## src/rtp_pkg.sv

```systemverilog
// package for the real-time counter and periodic tick block: register map, fields, reset values, types
// assumes a byte-wide register view placed one register per 32-bit Avalon word
package rtp_pkg;

  // register indices; byte address is four times the index
  localparam logic [4:0] IDX_CTRL      = 5'h00;
  localparam logic [4:0] IDX_STATUS    = 5'h01;
  localparam logic [4:0] IDX_IRQ_EN    = 5'h02;
  localparam logic [4:0] IDX_IRQ_FLAG  = 5'h03;
  localparam logic [4:0] IDX_TEMP      = 5'h04;
  localparam logic [4:0] IDX_DBG       = 5'h05;
  localparam logic [4:0] IDX_TRIM      = 5'h06;
  localparam logic [4:0] IDX_CLOCK_SOURCE_SELECT    = 5'h07;
  localparam logic [4:0] IDX_CNT_LO    = 5'h08;
  localparam logic [4:0] IDX_CNT_HI    = 5'h09;
  localparam logic [4:0] IDX_TOP_LO    = 5'h0a;
  localparam logic [4:0] IDX_TOP_HI    = 5'h0b;
  localparam logic [4:0] IDX_MATCH_LO  = 5'h0c;
  localparam logic [4:0] IDX_MATCH_HI  = 5'h0d;
  localparam logic [4:0] IDX_PIT_CTRL  = 5'h10;
  localparam logic [4:0] IDX_PIT_SYNC  = 5'h11;
  localparam logic [4:0] IDX_PIT_IE    = 5'h12;
  localparam logic [4:0] IDX_PIT_FLAG  = 5'h13;
  localparam logic [4:0] IDX_PIT_DBG   = 5'h15;

  // reset values
  localparam logic [15:0] CNT_RESET   = 16'h0000;
  localparam logic [15:0] TOP_RESET   = 16'hffff;
  localparam logic [15:0] MATCH_RESET = 16'h0000;
  localparam logic [7:0]  BYTE_RESET  = 8'h00;

  // field positions
  localparam int CTRL_ENABLE_BIT = 0;
  localparam int CTRL_TRIM_BIT   = 2;
  localparam int CTRL_PRESC_LSB  = 3;
  localparam int TRIM_SIGN_BIT   = 7;
  localparam int PIT_ON_BIT      = 0;
  localparam int PIT_CODE_LSB    = 3;
  localparam int WRAP_BIT        = 0;
  localparam int MATCH_BIT       = 1;

  // synchronisation busy slots; the low four match the status register layout
  localparam int BUSY_CTRL  = 0;
  localparam int BUSY_CNT   = 1;
  localparam int BUSY_TOP   = 2;
  localparam int BUSY_MATCH = 3;
  localparam int BUSY_PIT   = 4;
  localparam int NUM_SYNC   = 5;

  // two slow-clock cycles from update to effect
  localparam logic [1:0] SYNC_LAST = 2'h1;

  localparam logic [3:0] PIT_CODE_OFF      = 4'h0;
  localparam logic [3:0] PIT_CODE_RESERVED = 4'hf;

  // slow clock sources
  localparam logic [1:0] SRC_INT_FAST = 2'h0;
  localparam logic [1:0] SRC_INT_KHZ  = 2'h1;
  localparam logic [1:0] SRC_CRYSTAL  = 2'h2;
  localparam logic [1:0] SRC_EXT_PIN  = 2'h3;

  // correction window in slow cycles
  localparam logic [19:0] PPM_INTERVAL_DEFAULT = 20'hf_4240;

  typedef struct packed {
    logic        read;
    logic        write;
    logic [6:0]  address;
    logic [3:0]  byteenable;
    logic [31:0] writedata;
  } rtp_av_req_t;

  typedef struct packed {
    logic internal_fast_low_osc;
    logic internal_kilohertz_osc;
    logic crystal_low_osc;
    logic external_pin_clock;
  } rtp_clk_src_t;

  typedef struct packed {
    logic                     stall;
    logic [7:0]               rdata;
    logic [7:0]               ctrl;
    logic [7:0]               ctrl_act;
    logic [1:0]               irq_en;
    logic [1:0]               irq_flag;
    logic [7:0]               temp;
    logic                     dbg;
    logic [7:0]               trim;
    logic [1:0]               clock_source_select;
    logic [15:0]              cnt;
    logic [15:0]              cnt_wr;
    logic [15:0]              top;
    logic [15:0]              top_act;
    logic [15:0]              match;
    logic [15:0]              match_act;
    logic [7:0]               pit_ctrl;
    logic [7:0]               pit_ctrl_act;
    logic                     pit_ie;
    logic                     pit_flag;
    logic                     pit_dbg;
    logic [NUM_SYNC-1:0]      busy;
    logic [NUM_SYNC-1:0][1:0] sync;
    logic [14:0]              psc;
    logic [14:0]              pit_cnt;
    logic [19:0]              ppm;
    logic [6:0]               corr_left;
    logic                     rtc_irq;
    logic                     pit_irq;
  } rtp_state_t;

endpackage

```

## src/rtp_counter_tick.sv

```systemverilog
// real-time counter with period wrap, compare match, ppm trim and periodic tick timer
// assumes the four slow clock sources arrive as one-cycle enable pulses synchronous to clk
`timescale 1ns/1ns

// Overview of operation
// - sign bit zero slows the prescaler; sign bit one speeds it up only when the prescaler field is nonzero
// - error magnitude bits 6:0 give correction clocks per million slow cycles
// - two-bit selector picks one of four slow clock sources
// - counter read-write as low and high byte, resets to zero
// - counter write lands two slow cycles later; busy flag shows pending
// - period resets to all ones, lands two slow cycles later, busy flag
// - compare value read-write as two bytes, resets to zero
// - tick interval code 1 to 14 gives 4 to 32768 cycles; 0 none
// - tick control bit 0 turns the tick timer on; resets to zero
// - tick status bit 0 is one while tick control is synchronising
// - tick interrupt enable gates the tick flag onto the request
// - tick sets the flag; writing one clears it, zero leaves it
// - debug halt stops the tick timer unless run-when-halted is set
// - counter at period wraps to zero and sets wrap flag, write one clears
// - counter equal to compare sets match flag, write one clears
// - prescaler field divides slow clock by two to the field value
// - trim acts only while trim apply enable is set
module rtp_counter_tick
  import rtp_pkg::*;
#(
  parameter logic [19:0] PPM_INTERVAL = rtp_pkg::PPM_INTERVAL_DEFAULT
) (
  // clock and reset
  input  wire logic                  clk,
  input  wire logic                  sys_rst,
  // avalon-mm slave
  input  wire rtp_pkg::rtp_av_req_t  av_req,
  output logic [31:0]                avs_readdata,
  output logic                       avs_waitrequest,
  // slow clock sources and debug
  input  wire rtp_pkg::rtp_clk_src_t clk_src,
  input  wire logic                  dbg_halt,
  // interrupt requests
  output logic                       rtc_irq,
  output logic                       tick_request_irq
);
  import rtp_pkg::*;

  rtp_state_t s_q;
  rtp_state_t s_d;

  function automatic logic [14:0] pow2_mask(input logic [3:0] code);
    logic [15:0] m;
    m = (16'h0001 << code) - 16'h0001;
    return m[14:0];
  endfunction

  logic        req;
  logic        done;
  logic [4:0]  idx;
  logic        slow_tick;
  logic        rtc_run;
  logic        pit_run;
  logic        trim_on;
  logic [1:0]  step;
  logic [14:0] psc_mask;
  logic [15:0] psc_sum;
  logic        cnt_tick;
  logic [3:0]  pit_code;
  logic [14:0] pit_mask;
  logic        pit_tick;
  logic [15:0] cnt_inc;
  logic        at_top;

  assign req  = av_req.read | av_req.write;
  assign done = req & ~s_q.stall;
  assign idx  = av_req.address[6:2];

  // source mux
  always_comb begin
    unique case (s_q.clock_source_select)
      SRC_INT_FAST: slow_tick = clk_src.internal_fast_low_osc;
      SRC_INT_KHZ:  slow_tick = clk_src.internal_kilohertz_osc;
      SRC_CRYSTAL:  slow_tick = clk_src.crystal_low_osc;
      SRC_EXT_PIN:  slow_tick = clk_src.external_pin_clock;
    endcase
  end

  assign rtc_run = slow_tick & s_q.ctrl_act[CTRL_ENABLE_BIT] & ~(dbg_halt & ~s_q.dbg);
  assign trim_on = s_q.ctrl_act[CTRL_TRIM_BIT] & (s_q.corr_left != 7'h00);
  // a positive correction swallows one prescaler step, a negative one adds a step
  assign step     = trim_on ? (s_q.trim[TRIM_SIGN_BIT] ? 2'h2 : 2'h0) : 2'h1;
  assign psc_mask = pow2_mask(s_q.ctrl_act[CTRL_PRESC_LSB +: 4]);
  assign psc_sum  = {1'b0, s_q.psc & psc_mask} + {14'h0000, step};
  assign cnt_tick = rtc_run & (psc_sum > {1'b0, psc_mask});
  assign cnt_inc  = s_q.cnt + 16'h0001;
  assign at_top   = (s_q.cnt == s_q.top_act);

  // tick timer uses the undivided slow clock
  assign pit_run  = slow_tick & s_q.pit_ctrl_act[PIT_ON_BIT] & ~(dbg_halt & ~s_q.pit_dbg);
  assign pit_code = s_q.pit_ctrl_act[PIT_CODE_LSB +: 4];
  assign pit_mask = pow2_mask(pit_code + 4'h1);
  // reserved and off codes never tick
  assign pit_tick = pit_run & (pit_code != PIT_CODE_OFF) & (pit_code != PIT_CODE_RESERVED)
                  & (&(s_q.pit_cnt | ~pit_mask));

  always_comb begin
    logic [15:0] wide;
    logic [7:0]  wd;
    logic        wr;
    logic [1:0]  irq_clr;
    logic        pit_clr;
    wide    = {s_q.temp, 8'h00};
    wd      = av_req.writedata[7:0];
    wr      = done & av_req.write & av_req.byteenable[0];
    irq_clr = 2'h0;
    pit_clr = 1'b0;
    s_d     = s_q;
    s_d.stall = ~(req & s_q.stall);

    // read data is registered one edge ahead of the completing edge
    s_d.rdata = 8'h00;
    if (req & s_q.stall & av_req.read) begin
      unique case (idx)
        IDX_CTRL:     s_d.rdata = s_q.ctrl;
        IDX_STATUS:   s_d.rdata = {4'h0, s_q.busy[3:0]};
        IDX_IRQ_EN:   s_d.rdata = {6'h00, s_q.irq_en};
        IDX_IRQ_FLAG: s_d.rdata = {6'h00, s_q.irq_flag};
        IDX_TEMP:     s_d.rdata = s_q.temp;
        IDX_DBG:      s_d.rdata = {7'h00, s_q.dbg};
        IDX_TRIM:     s_d.rdata = s_q.trim;
        IDX_CLOCK_SOURCE_SELECT:   s_d.rdata = {6'h00, s_q.clock_source_select};
        IDX_CNT_LO:   s_d.rdata = s_q.cnt[7:0];
        IDX_TOP_LO:   s_d.rdata = s_q.top[7:0];
        IDX_MATCH_LO: s_d.rdata = s_q.match[7:0];
        IDX_CNT_HI, IDX_TOP_HI, IDX_MATCH_HI: s_d.rdata = s_q.temp;
        IDX_PIT_CTRL: s_d.rdata = s_q.pit_ctrl;
        IDX_PIT_SYNC: s_d.rdata = {7'h00, s_q.busy[BUSY_PIT]};
        IDX_PIT_IE:   s_d.rdata = {7'h00, s_q.pit_ie};
        IDX_PIT_FLAG: s_d.rdata = {7'h00, s_q.pit_flag};
        IDX_PIT_DBG:  s_d.rdata = {7'h00, s_q.pit_dbg};
        default:      s_d.rdata = 8'h00;
      endcase
    end

    // low-byte read snapshots the high byte at the edge that samples the low byte,
    // so a count tick between the two edges cannot split the pair
    if (req & s_q.stall & av_req.read) begin
      unique case (idx)
        IDX_CNT_LO:   s_d.temp = s_q.cnt[15:8];
        IDX_TOP_LO:   s_d.temp = s_q.top[15:8];
        IDX_MATCH_LO: s_d.temp = s_q.match[15:8];
        default:      s_d.temp = s_q.temp;
      endcase
    end

    // slow-domain synchronisation: two slow ticks from write to effect
    for (int i = 0; i < NUM_SYNC; i++) begin
      if (s_q.busy[i] && slow_tick) begin
        if (s_q.sync[i] == SYNC_LAST) begin
          s_d.busy[i] = 1'b0;
          s_d.sync[i] = 2'h0;
        end else begin
          s_d.sync[i] = s_q.sync[i] + 2'h1;
        end
      end
    end
    if (s_q.busy[BUSY_CTRL] && !s_d.busy[BUSY_CTRL]) begin
      s_d.ctrl_act = s_q.ctrl;
    end
    if (s_q.busy[BUSY_TOP] && !s_d.busy[BUSY_TOP]) begin
      s_d.top_act = s_q.top;
    end
    if (s_q.busy[BUSY_MATCH] && !s_d.busy[BUSY_MATCH]) begin
      s_d.match_act = s_q.match;
    end
    if (s_q.busy[BUSY_PIT] && !s_d.busy[BUSY_PIT]) begin
      s_d.pit_ctrl_act = s_q.pit_ctrl;
    end

    // ppm window: load the correction budget at each window start
    if (rtc_run) begin
      if (s_q.ppm == PPM_INTERVAL - 20'h0_0001) begin
        s_d.ppm       = 20'h0_0000;
        s_d.corr_left = s_q.ctrl_act[CTRL_TRIM_BIT] ? s_q.trim[6:0] : 7'h00;
      end else begin
        s_d.ppm = s_q.ppm + 20'h0_0001;
        if (trim_on) begin
          s_d.corr_left = s_q.corr_left - 7'h01;
        end
      end
      s_d.psc = psc_sum[14:0] & psc_mask;
    end

    // counting, wrap and match
    if (cnt_tick) begin
      if (at_top) begin
        s_d.cnt = 16'h0000;
      end else begin
        s_d.cnt = cnt_inc;
      end
    end
    if (s_q.busy[BUSY_CNT] && !s_d.busy[BUSY_CNT]) begin
      s_d.cnt = s_q.cnt_wr;
    end

    if (pit_run) begin
      s_d.pit_cnt = s_q.pit_cnt + 15'h0001;
    end

    // register writes
    if (wr) begin
      unique case (idx)
        IDX_CTRL: begin
          s_d.ctrl = wd;
          s_d.busy[BUSY_CTRL] = 1'b1;
          s_d.sync[BUSY_CTRL] = 2'h0;
        end
        IDX_IRQ_EN:   s_d.irq_en = wd[1:0];
        IDX_IRQ_FLAG: irq_clr = wd[1:0];
        IDX_TEMP:     s_d.temp = wd;
        IDX_DBG:      s_d.dbg = wd[0];
        IDX_TRIM:     s_d.trim = wd;
        IDX_CLOCK_SOURCE_SELECT:   s_d.clock_source_select = wd[1:0];
        IDX_CNT_LO, IDX_TOP_LO, IDX_MATCH_LO: s_d.temp = wd;
        IDX_CNT_HI: begin
          s_d.cnt_wr = {wd, s_q.temp};
          s_d.busy[BUSY_CNT] = 1'b1;
          s_d.sync[BUSY_CNT] = 2'h0;
        end
        IDX_TOP_HI: begin
          s_d.top = {wd, s_q.temp};
          s_d.busy[BUSY_TOP] = 1'b1;
          s_d.sync[BUSY_TOP] = 2'h0;
        end
        IDX_MATCH_HI: begin
          s_d.match = {wd, s_q.temp};
          s_d.busy[BUSY_MATCH] = 1'b1;
          s_d.sync[BUSY_MATCH] = 2'h0;
        end
        IDX_PIT_CTRL: begin
          s_d.pit_ctrl = {1'b0, wd[6:3], 2'h0, wd[0]};
          s_d.busy[BUSY_PIT] = 1'b1;
          s_d.sync[BUSY_PIT] = 2'h0;
        end
        IDX_PIT_IE:   s_d.pit_ie = wd[0];
        IDX_PIT_FLAG: pit_clr = wd[0];
        IDX_PIT_DBG:  s_d.pit_dbg = wd[0];
        default:      s_d.temp = s_d.temp;
      endcase
    end

    // hardware set beats a software clear in the same cycle
    wide = cnt_tick ? (at_top ? 16'h0000 : cnt_inc) : s_q.cnt;
    s_d.irq_flag[WRAP_BIT]  = (s_q.irq_flag[WRAP_BIT] & ~irq_clr[WRAP_BIT]) | (cnt_tick & at_top);
    s_d.irq_flag[MATCH_BIT] = (s_q.irq_flag[MATCH_BIT] & ~irq_clr[MATCH_BIT])
                            | (cnt_tick & (wide == s_q.match_act));
    s_d.pit_flag = (s_q.pit_flag & ~pit_clr) | pit_tick;
    s_d.rtc_irq  = |(s_d.irq_flag & s_d.irq_en);
    s_d.pit_irq  = s_d.pit_flag & s_d.pit_ie;
  end

  always_ff @(posedge clk) begin
    if (sys_rst) begin
      s_q              <= '0;
      s_q.stall        <= 1'b1;
      s_q.cnt          <= CNT_RESET;
      s_q.cnt_wr       <= CNT_RESET;
      s_q.top          <= TOP_RESET;
      s_q.top_act      <= TOP_RESET;
      s_q.match        <= MATCH_RESET;
      s_q.match_act    <= MATCH_RESET;
      s_q.ctrl         <= BYTE_RESET;
      s_q.pit_ctrl     <= BYTE_RESET;
    end else begin
      s_q <= s_d;
    end
  end

  assign avs_readdata     = {24'h00_0000, s_q.rdata};
  assign avs_waitrequest  = s_q.stall;
  assign rtc_irq          = s_q.rtc_irq;
  assign tick_request_irq = s_q.pit_irq;

  property p_cnt_sync;
    @(posedge clk) disable iff (sys_rst)
      (s_q.busy[BUSY_CNT] && slow_tick && s_q.sync[BUSY_CNT] == SYNC_LAST && !(done && av_req.write))
      |=> (!s_q.busy[BUSY_CNT] && s_q.cnt == $past(s_q.cnt_wr));
  endproperty
  a_cnt_sync: assert property (p_cnt_sync) else $error("counter write not applied on second slow tick");

  property p_pit_busy;
    @(posedge clk) disable iff (sys_rst)
      (done && av_req.write && av_req.byteenable[0] && idx == IDX_PIT_CTRL) |=> s_q.busy[BUSY_PIT];
  endproperty
  a_pit_busy: assert property (p_pit_busy) else $error("tick control busy not raised");

  property p_pit_flag_set;
    @(posedge clk) disable iff (sys_rst) pit_tick |=> s_q.pit_flag;
  endproperty
  a_pit_flag_set: assert property (p_pit_flag_set) else $error("tick flag lost");

  property p_pit_irq_gate;
    @(posedge clk) disable iff (sys_rst) !s_q.pit_ie |-> !tick_request_irq;
  endproperty
  a_pit_irq_gate: assert property (p_pit_irq_gate) else $error("tick request without enable");

  property p_reserved;
    @(posedge clk) disable iff (sys_rst) (pit_code == PIT_CODE_RESERVED) |-> !pit_tick;
  endproperty
  a_reserved: assert property (p_reserved) else $error("tick issued on reserved code");

  property p_wrap;
    @(posedge clk) disable iff (sys_rst)
      (cnt_tick && at_top && !s_q.busy[BUSY_CNT]) |=> (s_q.cnt == 16'h0000 && s_q.irq_flag[WRAP_BIT]);
  endproperty
  a_wrap: assert property (p_wrap) else $error("counter did not wrap at period");

  property p_match;
    @(posedge clk) disable iff (sys_rst)
      (cnt_tick && !at_top && cnt_inc == s_q.match_act) |=> s_q.irq_flag[MATCH_BIT];
  endproperty
  a_match: assert property (p_match) else $error("match flag not set");

  property p_halt;
    @(posedge clk) disable iff (sys_rst) (dbg_halt && !s_q.pit_dbg) |-> !pit_tick;
  endproperty
  a_halt: assert property (p_halt) else $error("tick during debug halt");

  property p_temp;
    @(posedge clk) disable iff (sys_rst)
      (req && s_q.stall && av_req.read && idx == IDX_CNT_LO) |=> s_q.temp == $past(s_q.cnt[15:8]);
  endproperty
  a_temp: assert property (p_temp) else $error("high byte not latched on low read");

  property p_top_sync;
    @(posedge clk) disable iff (sys_rst)
      (s_q.busy[BUSY_TOP] && slow_tick && s_q.sync[BUSY_TOP] == SYNC_LAST && !(done && av_req.write))
      |=> (!s_q.busy[BUSY_TOP] && s_q.top_act == $past(s_q.top));
  endproperty
  a_top_sync: assert property (p_top_sync) else $error("period write not applied on second slow tick");

  property p_pit_sync;
    @(posedge clk) disable iff (sys_rst)
      (s_q.busy[BUSY_PIT] && slow_tick && s_q.sync[BUSY_PIT] == SYNC_LAST && !(done && av_req.write))
      |=> (!s_q.busy[BUSY_PIT] && s_q.pit_ctrl_act == $past(s_q.pit_ctrl));
  endproperty
  a_pit_sync: assert property (p_pit_sync) else $error("tick control not applied on second slow tick");

  property p_flag_clear;
    @(posedge clk) disable iff (sys_rst)
      (done && av_req.write && av_req.byteenable[0] && idx == IDX_PIT_FLAG && av_req.writedata[0] && !pit_tick)
      |=> !s_q.pit_flag;
  endproperty
  a_flag_clear: assert property (p_flag_clear) else $error("tick flag not cleared by write one");

  property p_flag_keep;
    @(posedge clk) disable iff (sys_rst)
      (done && av_req.write && idx == IDX_PIT_FLAG && !av_req.writedata[0] && s_q.pit_flag)
      |=> s_q.pit_flag;
  endproperty
  a_flag_keep: assert property (p_flag_keep) else $error("tick flag lost on write zero");

  property p_wrap_clear;
    @(posedge clk) disable iff (sys_rst)
      (done && av_req.write && av_req.byteenable[0] && idx == IDX_IRQ_FLAG && av_req.writedata[WRAP_BIT]
       && !(cnt_tick && at_top)) |=> !s_q.irq_flag[WRAP_BIT];
  endproperty
  a_wrap_clear: assert property (p_wrap_clear) else $error("wrap flag not cleared by write one");

  // a positive correction must hold the prescaler where it stands for that slow tick
  property p_step;
    @(posedge clk) disable iff (sys_rst)
      (rtc_run && trim_on && !s_q.trim[TRIM_SIGN_BIT])
      |=> (s_q.psc == $past(s_q.psc & psc_mask));
  endproperty
  a_step: assert property (p_step) else $error("prescaler advanced on positive correction");

  c_pit_tick: cover property (@(posedge clk) disable iff (sys_rst) pit_tick);
  c_wrap:     cover property (@(posedge clk) disable iff (sys_rst) cnt_tick && at_top);
  c_match:    cover property (@(posedge clk) disable iff (sys_rst) s_q.irq_flag[MATCH_BIT]);
  c_trim:     cover property (@(posedge clk) disable iff (sys_rst) rtc_run && trim_on);
  c_halt:     cover property (@(posedge clk) disable iff (sys_rst) dbg_halt && pit_run);
endmodule

```

## config.mk

```make
export PLATFORM = sky130hd
export DESIGN_NAME = rtp_counter_tick
export DESIGN_NICKNAME = d
export VERILOG_FILES = /design/src/rtp_pkg.sv /design/src/rtp_counter_tick.sv
export SDC_FILE = /design/constraint.sdc
export NUM_CORES = 1
export LEC_CHECK = 0
export BUFFER_PORTS_ARGS = -buffer_cell sky130_fd_sc_hd__buf_2
export CAP_MARGIN = 20
export CELL_PAD_IN_SITES_DETAIL_PLACEMENT = 0
export CELL_PAD_IN_SITES_GLOBAL_PLACEMENT = 1
export CORE_ASPECT_RATIO = 0.9
export CORE_UTILIZATION = 46
export DETAILED_ROUTE_END_ITERATION = 10
export MAX_ROUTING_LAYER = met4
export PLACE_DENSITY_LB_ADDON = 0.1
export REMOVE_ABC_BUFFERS = 1
export SLEW_MARGIN = 20
export SYNTH_ARGS = -nofsm -noshare
export SYNTH_HDL_FRONTEND = slang
export SYNTH_SLANG_ARGS = --single-unit
```

## constraint.sdc

```tcl
create_clock -name clk -period 6 [get_ports clk]
set_clock_uncertainty 0.05 [all_clocks]
set_input_delay 0.3 -clock clk [delete_from_list [all_inputs] [get_ports clk]]
set_output_delay 0.3 -clock clk [all_outputs]
set_load 0.02 [all_outputs]
```

; ---- Word level (Yosys, flattened, before mapping)
; Cells that the tools add are included.
[op_classes]
addsub = 13
order_cmp = 1
eq_ne = 30
shift = 2
n_mux = 56
bitwise = 41
n_reduce_logical = 35
[op_table]
columns = operator, count
row1 = $pmux W8 S16, 1
row2 = $mux W16, 3
row3 = $mux W2, 22
row4 = $eq A16 B16 Y1, 2
row5 = $and A15 B15 Y15, 2
row6 = $eq A5 B4 Y1 const B, 6
row7 = $shl A1 B4 Y15 const A, 2
row8 = $sub A15 B1 Y15 const B, 2
row9 = $mux W27, 1
row10 = $eq A5 B5 Y1 const B, 5
row11 = $mux W8, 3
row12 = $pmux W8 S3, 1
row13 = $and A1 B1 Y1, 22
row14 = $add A20 B1 Y20 const B, 1
row15 = $eq A20 B20 Y1 const B, 1
row16 = $eq A5 B3 Y1 const B, 4
row17 = $mux W1, 20
row18 = $reduce_and A2 Y1, 10
row19 = $mux W19, 1
row20 = $add A15 B2 Y16, 1
row21 = $add A16 B1 Y16 const B, 1
row22 = $gt A16 B15 Y1, 1
row23 = $add A15 B1 Y15 const B, 1
row24 = $mux W15, 1
row25 = 25 further kinds, 64
[word_totals]
regBits = 230
in_bits = 52
out_inout_bits = 35
wordCells = 211

; ---- Longest topological paths before layout
; Gate-level depths: netlist of run 1.
[logic_depth]
depth_word = 12
depth_mapped = 24
depth_no_buf = 23

; ---- Worst setup path after synthesis of run 1
; OpenSTA, ideal clock, no wires.
[synth_path]
path_type = reg2reg
start = reg s_q[218] (netlist name)
end = reg s_q, in the netlist rtc_irq
setup_ns = 0.087
t_arrival_ns = 5.300
t_required_ns = 5.863
path_slack_ns = 0.563
stages_incl_launch_ff = 23
path_buffers = 1
period_less_slack_ns = 5.437
path_cell_list = dfxtp_1 buf_4 nor3_1 nand2b_1 ha_1 inv_1 nand2_1 fa_1 nor2_1 nor4bb_1 nand3_1 nor3_1 nand2_1 xor2_1 ha_1 or4_1 nor4_1 a31oi_1 o31ai_1 a21oi_2 a221o_1 a22o_1 o31ai_1
[synth_via]
elab_chain_len = 12
word_cells_on_any_way = 14
classes_between = add/sub: 2 / order compare: 1 / eq/ne: 1 / shift: 1 / mux: 1 / bitwise: 7 / reduce/logical: 1
[synth_rtl]
columns = item, line
row1 = from (decl), rtp_counter_tick.sv:44  ; rtp_state_t s_q;
row2 = $shl A1 B4 Y15 (*), rtp_counter_tick.sv:49  ; m = (16'h0001 << code) - 16'h0001;
row3 = $sub A15 B1 Y15 (*), rtp_counter_tick.sv:49
row4 = $and A15 B15 Y15, rtp_counter_tick.sv:89  ; assign psc_sum = {1'b0, s_q.psc & psc_mask} + {14'h0000, step};
row5 = $add A15 B2 Y16, rtp_counter_tick.sv:89
row6 = $gt A16 B15 Y1 (*), rtp_counter_tick.sv:90  ; assign cnt_tick = rtc_run & (psc_sum > {1'b0, psc_mask});
row7 = $and A1 B1 Y1 (*), rtp_counter_tick.sv:90
row8 = $mux W16, --
row9 = $eq A16 B16 Y1, rtp_counter_tick.sv:252  ; | (cnt_tick & (wide == s_q.match_act));
row10 = $and A1 B1 Y1, rtp_counter_tick.sv:252
row11 = $or A1 B1 Y1, rtp_counter_tick.sv:252
row12 = $and A2 B2 Y2 (*), rtp_counter_tick.sv:254  ; s_d.rtc_irq = |(s_d.irq_flag & s_d.irq_en);
row13 = $reduce_or A2 Y1 (*), rtp_counter_tick.sv:254
; Every way passes the cells marked *; elsewhere a longest branch is shown, timed or not.
; A chain may end at the register's enable or synchronous reset.

; ---- Worst setup path in the final report of run 1
[layout_path]
start = reg s_q[5] (netlist name)
end = reg s_q[209] (netlist name)
[layout_via]
elab_chain_len = 10
[layout_rtl]
columns = item, line
row1 = $reduce_bool A7 Y1 (*), rtp_counter_tick.sv:85  ; assign trim_on = s_q.ctrl_act[CTRL_TRIM_BIT] & (s_q.corr_left != 7'h00);
row2 = $and A1 B1 Y1 (*), rtp_counter_tick.sv:85
row3 = $mux W2 (*), rtp_counter_tick.sv:87  ; assign step = trim_on ? (s_q.trim[TRIM_SIGN_BIT] ? 2'h2 : 2'h0) : 2'h1;
row4 = $add A15 B2 Y16 (*), rtp_counter_tick.sv:89
row5 = $gt A16 B15 Y1 (*), rtp_counter_tick.sv:90
row6 = $and A1 B1 Y1 (*), rtp_counter_tick.sv:90
row7 = $mux W16, --
row8 = $eq A16 B16 Y1, rtp_counter_tick.sv:252
row9 = $and A1 B1 Y1 (*), rtp_counter_tick.sv:252
row10 = $or A1 B1 Y1 (*), rtp_counter_tick.sv:252
; Marks and branches as above.

==> results.json, run 1 <==
{
  "status": "finished, final reports clean",
  "ys_seq_area_share_pct": 35.68,
  "synth_area_leaders": "dfxtp_1 36%, nand2_1 8.2%, a21oi_1 5.0%",
  "fp.coreArea_sq_um": 27240,
  "p_leak_uw": 0.005087,
  "hold_path_class": "in -> reg",
  "cts.path.max_buffers": 3,
  "clkLatencyLatePin_ns": 0.55,
  "tns_ns": 0,
  "max_slew_margin_pct": 28.23,
  "dieHeight_um": 160.5,
  "max-vdd-ir-drop_v": 0.0002081,
  "drive_gt1_share_pct": 8.904,
  "ys_warn_count": 0,
  "cp-endpoint": "s_q[209]",
  "root_buffer": "clkbuf_16",
  "grt_pass1_vias": 10680,
  "die_w_um": 178.2,
  "min_path_cells": 3,
  "post_drt_wl_per_cell_um": 19.77,
  "synth.avg_cell_area_sq_um": 7.772,
  "endpoint_kind": "register",
  "rows": 57,
  "syn2layout_area_growth_pct": 10.22,
  "ys_types": 82,
  "post-route-period-util_pct": 93.35,
  "antenna_found_initial": 0,
  "crit_path_start_kind": "register",
  "clock-sinks": 229,
  "setup_viol": 0,
  "fmax_mhz": 178.5,
  "hold_viol": 0,
  "vias_per_cell": 5.885,
  "power_uw": 3327,
  "yosysTopAreaCell": "dfxtp_1",
  "p_per_area_nw_per_um2": 235.0,
  "die-area_sq_um": 28600,
  "placed_area_sq_um": 13120,
  "tritoncts": "done",
  "final_cell_mix": "280 x nand2_1, 229 x dfxtp_1, 155 x nor2_1, 129 x a21oi_1, 57 x nand3_1",
  "final_max_slew_viol_count": 0,
  "reg2reg_to": "s_q[209]",
  "fin_nets": 1725,
  "async_flop_share_pct": 0,
  "grt_pass1_wl_mm": 61.89,
  "hpwl_mm": 27.58,
  "fillCellCount": 2714,
  "clk_pin_slew_ns": 0.06,
  "drtAntennaViolNets": 0,
  "pin_count": 87,
  "maxCapViolations": 0,
  "worst_pin_slew_ns": 1.075,
  "cp_max_fo": 6,
  "grt_max_degree": 111,
  "ff2ff_path_depth": 22,
  "cts_max_level": 1,
  "synthCells": 1653,
  "drc": 0,
  "cp-startpoint": "s_q[5]",
  "min_period_ns": 5.601,
  "synth_ff_type": "dfxtp_1",
  "r2r-start": "s_q[5]",
  "ys_ff_latch": 229,
  "portBuffers": 33,
  "arrival_ns": 6.00,
  "synthesis.area_sq_um": 12850,
  "synth_top_area_share_pct": 35.68,
  "synth_edf_count": 0,
  "vias": 11810,
  "cp.required_ns": 6.40,
  "drt_iter0_markers": 1250,
  "final_common_cell": "nand2_1",
  "gp_congestion": 0.9479,
  "worstSetupPathType": "reg -> reg",
  "reg2reg_slack_ns": 0.40,
  "fin_hold_ws_ns": 0.05559,
  "dr.pass1.iters": 6,
  "overflow": 0,
  "initial_utilization_pct": 47.16,
  "postLayoutCellArea_sq_um": 14160,
  "wl_mm": 39.67,
  "grt_util_all_layers_pct": 28.49,
  "cts_made_buffers": 26
}
-- cell type report --
type	count	area (sq um)	share of cell area, %
Antenna cell	1	2.502	0.01767
Clock buffer	33	706.9	4.992
Clock inverter	15	202.7	1.431
Inverter	46	172.7	1.219
Multi-Input combinational cell	1255	7555	53.35
Sequential cell	229	4584	32.38
Tap cell	354	442.9	3.128
Timing Repair Buffer	73	493.0	3.481
-- report_power, final --
group | switching, uW | total, uW | internal, uW
clock | 678 | 1690 | 1010
sequential | 6.47 | 1530 | 1520
combinational | 85.4 | 107 | 22.1
total | 769 | 3330 | 2560
-- worst min-delay path by stage --
stage	startpoint	to	slack (ns)
after floorplan	sys_rst	s_q[100]	0.32
after global placement	s_q[60]	s_q[60]	0.36
after detailed placement	s_q[60]	s_q[60]	0.37
after CTS	av_req[7]	s_q[124]	0.03
after global routing	av_req[2]	s_q[222]	0.05
final	av_req[7]	s_q[124]	0.06
-- state kept, by name (all words and copies together), names as in the netlist --
signal            cells
rtc_irq               1
tick_request_irq      1
avs_waitrequest       1
pit_code              4
avs_readdata          8
s_q                 214
-- worst max-delay path: stages, from the launching register on --
cell and delay (ns):
dfxtp_1 0.33, or3_1 0.42, o41a_1 0.37, inv_1 0.07
ha_1 0.15, inv_1 0.05, fa_1 0.41, nor2_2 0.16
nor4bb_4 0.33, nand3_2 0.17, nor3_4 0.19, nand2_1 0.09
xor2_1 0.20, ha_1 0.28, or4_4 0.56, nor3_1 0.20
a21boi_2 0.22, o31a_1 0.21, buf_12 0.13, o21ai_1 0.09
a221o_1 0.36, a22o_1 0.25, o31ai_1 0.18
-- layer usage --
| metal | share of wire, % | global-route usage, % | vias to the layer above |
|---|---|---|---|
| met3 | 8.7 | 5.208 | 57 |
| met2 | 40 | 39.02 | 428 |
| met5 | 0 | - | - |
| met1 | 49 | 42.57 | 5566 |
| met4 | 2.2 | 6.527 | 0 |
| li1 | - | - | 5755 |
-- per-stage QoR --
step | std cells | worst slack (ns) | util [%]
final | 2006 | 0.3993 | 51.97
after global placement | 1952 | 0.09111 | 48.15
after floorplan | 1530 | 0.5107 | -
after global routing | 2005 | -0.02345 | 51.97
after detailed placement | 1952 | -0.05013 | 48.15
after CTS | 2003 | 0.007332 | 51.64
-- cells in the mapped netlist (all sizes together) (7+ instances only) --
library cell / number
a211o: 17
a211oi: 15
a21oi: 130
a221oi: 9
a222oi: 15
a22oi: 17
a31oi: 18
and2: 9
and3: 20
buf: 61
clkbuf: 85
dfxtp: 229
ha: 41
inv: 46
mux2i: 19
nand2: 280
nand2b: 11
nand3: 58
nand3b: 24
nand4: 21
nand4b: 7
nor2: 158
nor2b: 31
nor3: 41
nor3b: 8
nor4: 19
o211ai: 10
o21ai: 46
o311a: 7
o31ai: 7
or3: 14
xnor2: 23
xor2: 56
-- repair_timing --
action                     in CTS  in global routing
setup endpoints to repair       6                 18
gates resized for setup         0                 12
setup buffers                   1                  1
pin swaps                       1                  3
hold buffers                    2                  0
hold endpoints to repair        1                  0
-- kinds of logic (layout without fill, tap and decap cells) --
logic type      count (synthesis)  count (layout)  share of synthesized area [%]
simple gates                  722             722                          26.62
compound gates                364             364                          19.18
flops                         229             229                          35.68
buf+inv                       192             167                          6.866
xor+xnor                       79              79                          5.386
fa+ha+maj                      42              42                          4.149
mux                            24              24                          2.094
other cells                     1              25                        0.02919
Power figures use the tool's default switching activity.
==> run 2, diff against run 1 <==
Settings changed: CORE_UTILIZATION 46 to 41.
Clock period 6 ns to 5 ns, I/O delays scaled along.
==> results.json, run 2 (same netlist as run 1, synthesis figures left out) <==
{
  "p_per_area_nw_per_um2": 272.8,
  "antenna_found_initial": 1,
  "hpwl_mm": 29.35,
  "dr.pass1.iters": 6,
  "die_w_um": 188.6,
  "drive_gt1_share_pct": 13.66,
  "dieHeight_um": 169.9,
  "regMostFlops": "s_q",
  "wl_mm": 42.78,
  "crit_slowest_cell": "or4_4",
  "crit_buf_inv": 4,
  "cts_max_level": 1,
  "worstSetupPathType": "reg -> reg",
  "fin_util_pct": 48.27,
  "final_max_slew_viol_count": 0,
  "tritoncts": "done",
  "final_common_cell": "nand2_1",
  "max_slew_margin_pct": 25.51,
  "grt_util_all_layers_pct": 27.21,
  "pin_count": 87,
  "p_switching_uw": 950.9,
  "layout.cells.non_filler": 2129,
  "rows": 61,
  "overflow": 0,
  "max-vdd-ir-drop_v": 0.0002264,
  "critPathTopFamily": "simple AND/OR/NAND/NOR gates",
  "vias_per_cell": 5.750,
  "drtAntennaViolNets": 0,
  "seqCellArea_sq_um": 4586,
  "critPathMaxStageDelay_ns": 0.57,
  "multi_input_area_sq_um": 7652,
  "crit_path_start_kind": "register",
  "worstPathCellList": "or3_4 -> o41a_1 -> inv_1 -> ha_2 -> inv_2 -> fa_2 -> nor2_2 -> nor4bb_4 -> nand3_2 -> buf_6 -> nor3_4 -> xnor2_2 -> ha_1 -> or4_4 -> nor4_4 -> a21o_1 -> o31a_1 -> buf_6 -> nor2_2 -> a311oi_2 -> o2111ai_2 -> o31ai_2",
  "grt_pass1_wl_mm": 66.87,
  "maxCapViolations": 0,
  "p_leak_uw": 0.005504,
  "drt_iter0_markers": 1092,
  "gp_congestion": 0.8973,
  "syn2layout_area_growth_pct": 15.85,
  "fin_hold_ws_ns": 0.04299,
  "grt_max_degree": 102,
  "arrival_ns": 5.67,
  "largest_reg_flops": 214,
  "clkLatencyLatePin_ns": 0.56,
  "post_drt_wl_per_cell_um": 20.09,
  "worst_pin_slew_ns": 1.117,
  "vias": 12240,
  "fmax_mhz": 190.4,
  "final_cell_mix": "279 x nand2_1, 228 x dfxtp_1, 153 x nor2_1, 128 x a21oi_1, 96 x buf_4",
  "die-area_sq_um": 32050,
  "violations": "negative setup slack",
  "clkPwrFrac_pct": 51.5,
  "fillCellCount": 3126,
  "rsz0062_at_grt": "true",
  "p_int_uw": 3109,
  "clk_pin_slew_ns": 0.06,
  "place_ws_ns": -0.6741,
  "cp_max_fo": 4,
  "hold_viol": 0,
  "p_comb_share_pct": 3.3,
  "clock-sinks": 229,
  "portBuffers": 33,
  "grt_pass1_vias": 11110,
  "post-route-period-util_pct": 105.1,
  "p_seq_share_pct": 45.2,
  "cp.required_ns": 5.42,
  "endpoint_kind": "register",
  "fin_nets": 1794,
  "tns_ns": -2.388,
  "initial_utilization_pct": 41.67,
  "cts.path.max_buffers": 3,
  "p_sw_share_pct": 23.42,
  "setup_viol": 18,
  "cts_made_buffers": 27,
  "min_period_ns": 5.253,
  "drc": 0,
  "dp_cells": 2059,
  "setup_slack_ns": -0.2534,
  "hold_path_class": "in -> reg",
  "diodes": 0,
  "root_buffer": "clkbuf_16",
  "fp.coreArea_sq_um": 30830,
  "status": "complete, but fails checks"
}
## run 2: cell count changes in the layout (fill, tap and decap cells not counted), moves of 3 or more
| cell | change |
|---|---|
| buf_4 | +60 |
| dlygate4sd3_1 | +5 |
| xnor2_1 | -3 |
| xnor2_2 | +3 |
| clkbuf_8 | +4 |
| buf_6 | +4 |
## run 2: power groups by stage
| stage | Combinational [uW] | Clock, uW | Sequential (uW) |
|---|---|---|---|
| 2_1_floorplan | 49.9 | 0 | 1870 |
| 3_3_place_gp | 127 | 0 | 1870 |
| 3_5_place_dp | 128 | 0 | 1880 |
| 4_1_cts | 133 | 2130 | 1830 |
| 5_1_grt | 144 | 2210 | 1830 |
| 6_report | 134 | 2090 | 1830 |
## run 2: layout make-up
class | instances | share of cell area (%)
inverter | 46 | 1.160
clock inverter | 13 | 1.093
sequential | 229 | 30.81
timing repair buffer | 141 | 6.843
tap | 409 | 3.438
clock buffer | 36 | 5.238
multi-input combinational | 1255 | 51.42
## run 2: worst register-to-register path, delay by kind of cell (launching register included)
kind                     cells  cell delay, ns
adder cells (fa/ha/maj)      3            0.85
buffers and inverters        4            0.42
flip-flops                   1            0.32
XOR/XNOR                     1            0.12
AO/OA/AOI/OAI                6            1.47
AND/OR/NAND/NOR              8            1.94
## run 2: what timing repair did
action | 4_1_cts | 5_1_grt
setup buffers | 11 | 5
setup endpoints to repair | 19 | 19
hold buffers | 7 | 0
resized for setup | 27 | 15
endpoints found under the hold margin | 21 | 0
pin swaps | 21 | 16
## run 2: path summary, 6_finish.rpt
| check | from | end | slack, ns | cells after the start |
|---|---|---|---|---|
| max | s_q[5] | s_q[209] | -0.25 | 22 |
| min | av_req[5] | s_q[170] | 0.04 | 3 |
| max reg2reg | s_q[5] | s_q[209] | -0.25 | 22 |
| min reg2reg | s_q[66] | s_q[66] | 0.39 | 2 |
## run 2: per-layer routing
metal | global-route usage [%] | wire (um)
met5 | - | 0
met4 | 5.961 | 809
met2 | 40.76 | 18740
met3 | 3.898 | 2617
met1 | 38.53 | 20610
## run 2: metrics by stage
stage / power (uW) / cell area (sq um)
after floorplan: 1923 / 12220
after global placement: 2002 / 13580
after detailed placement: 2003 / 13580
after CTS: 4097 / 14780
after global routing: 4185 / 14880
final: 4060 / 14880
==> run 3, diff against run 2 <==
Settings changed: CORE_ASPECT_RATIO 0.9 to 1.25, SLEW_MARGIN 20 to 25.
==> results.json, run 3 (same netlist as run 1, synthesis figures left out) <==
{
  "status": "complete, but fails checks",
  "violations": "negative setup slack",
  "antenna_found_initial": 0,
  "grt_pass1_wl_mm": 65.20,
  "clkLatencyLatePin_ns": 0.57,
  "critPathMaxStageDelay_ns": 0.57,
  "p_leak_uw": 0.005412,
  "crit_slowest_cell": "or4_4",
  "cts_max_level": 1,
  "place_ws_ns": -0.7583,
  "p_per_area_nw_per_um2": 278.6,
  "diodes": 0,
  "final_common_cell": "nand2_1",
  "endpoint_kind": "register",
  "drc": 0,
  "cp.required_ns": 5.42,
  "max-vdd-ir-drop_v": 0.0002446,
  "worstSetupPathType": "reg -> reg",
  "cts.path.max_buffers": 3,
  "wl_met2_mm": 20.72,
  "cp_common_cell": "nor2_4",
  "min_period_ns": 5.320,
  "vias": 12010,
  "dp_cells": 2043,
  "crit_path_start_kind": "register",
  "hpwl_mm": 28.49,
  "cp_max_fo": 5,
  "clock-sinks": 229,
  "ff2ff_path_depth": 22,
  "grt_pass1_vias": 11660,
  "rows": 72,
  "fin_util_pct": 48.09,
  "drt_iter0_markers": 898,
  "syn2layout_area_growth_pct": 15.66,
  "max_slew_margin_pct": 27.00,
  "gp_congestion": 0.9073,
  "worstPathCellList": "or3_4 -> o41a_1 -> inv_1 -> ha_2 -> inv_2 -> fa_2 -> nor2_4 -> nor4bb_4 -> nand3_2 -> nor3_4 -> nand2_2 -> xor2_2 -> ha_1 -> or4_4 -> nor4_4 -> a21o_1 -> o31a_1 -> buf_4 -> nor2_4 -> a311oi_2 -> o2111ai_2 -> o31ai_1",
  "wl_mm": 41.68,
  "grt_util_all_layers_pct": 26.71,
  "portBuffers": 33,
  "post-route-period-util_pct": 106.4,
  "final_cell_mix": "279 x nand2_1, 228 x dfxtp_1, 154 x nor2_1, 126 x a21oi_1, 78 x buf_4",
  "postLayoutCellArea_sq_um": 14860,
  "grt_max_degree": 113,
  "fmax_mhz": 188.0,
  "regMostFlops": "s_q",
  "min_path_cells": 3,
  "drtAntennaViolNets": 0,
  "setup_slack_ns": -0.3197,
  "largest_reg_flops": 214,
  "drive_gt1_share_pct": 13.04,
  "arrival_ns": 5.74,
  "vias_per_cell": 5.692,
  "fin_nets": 1776,
  "dieHeight_um": 199.9,
  "setup_viol": 17,
  "die-area_sq_um": 32050,
  "maxCapViolations": 0,
  "rsz0062_at_grt": "true",
  "die_w_um": 160.3,
  "overflow": 0,
  "hold_path_class": "in -> reg",
  "top_layer": "met4",
  "clk_pin_slew_ns": 0.06,
  "wl_met3_mm": 1.746,
  "final_max_slew_viol_count": 0,
  "initial_utilization_pct": 41.58,
  "pin_count": 87,
  "placed_area_sq_um": 13490,
  "power_uw": 4139,
  "fp.coreArea_sq_um": 30900,
  "root_buffer": "clkbuf_16",
  "layout.cells.non_filler": 2109,
  "drt-met1-wl_mm": 17.53,
  "post_drt_wl_per_cell_um": 19.76,
  "cts_made_buffers": 26,
  "hold_viol": 0,
  "tritoncts": "done",
  "worst_pin_slew_ns": 1.094,
  "dr.pass1.iters": 6
}
## run 3: per-stage QoR
| stage | hold WS (ns) | setup TNS (ns) |
|---|---|---|
| 2_1_floorplan | 0.2691 | -7.339 |
| 3_3_place_gp | 0.3650 | -9.278 |
| 4_1_cts | 0.02330 | -2.377 |
| 3_5_place_dp | 0.3715 | -10.64 |
| 6_report | 0.03529 | -3.615 |
| 5_1_grt | 0.04987 | -8.175 |
## run 3: path summary, 6_finish.rpt
kind	start	end	slack [ns]
worst max-delay path	s_q[5]	rtc_irq	-0.32
worst max register to register	s_q[5]	rtc_irq	-0.32
worst min register to register	s_q[60]	s_q[60]	0.38
worst min-delay path	av_req[1]	s_q[190]	0.04
## run 3: critical path: cells and delay by family, from the launching register on
family                   cells  cell delay (ns)
adder cells (fa/ha/maj)      3             0.84
XOR/XNOR                     1             0.16
AND/OR/NAND/NOR              9             2.05
AO/OA/AOI/OAI                6             1.50
flip-flops                   1             0.32
buffers and inverters        3             0.29
## run 3: final cells by class
cell class,count,area (sq um)
Sequential cell,229,4586
Timing Repair Buffer,124,919.6
Multi-Input combinational cell,1255,7691
Clock inverter,13,246.5
Tap cell,407,509.2
Inverter,46,172.7
Clock buffer,35,734.5
Fill cell,3075,16040
## run 3: timing repair
| item | 4_1_cts | 5_1_grt |
|---|---|---|
| buffers inserted | 5 | 5 |
| endpoints found under the setup margin | 19 | 19 |
| pin swaps | 6 | 28 |
| cloned | 0 | 1 |
| hold endpoints to repair | 22 | 0 |
| gates resized for setup | 17 | 43 |
| hold buffers | 8 | 0 |
## run 3: power by group
| part | internal, uW | switching [uW] |
|---|---|---|
| Combinational | 31.1 | 102 |
| Sequential | 1830 | 5.86 |
| Clock | 1350 | 826 |
## run 3: per-layer routing
layer	vias up	GRT usage (%)
li1	5851	-
met1	5785	30.59
met2	278	47.02
met3	91	3.099
met4	0	11.85
met5	-	-
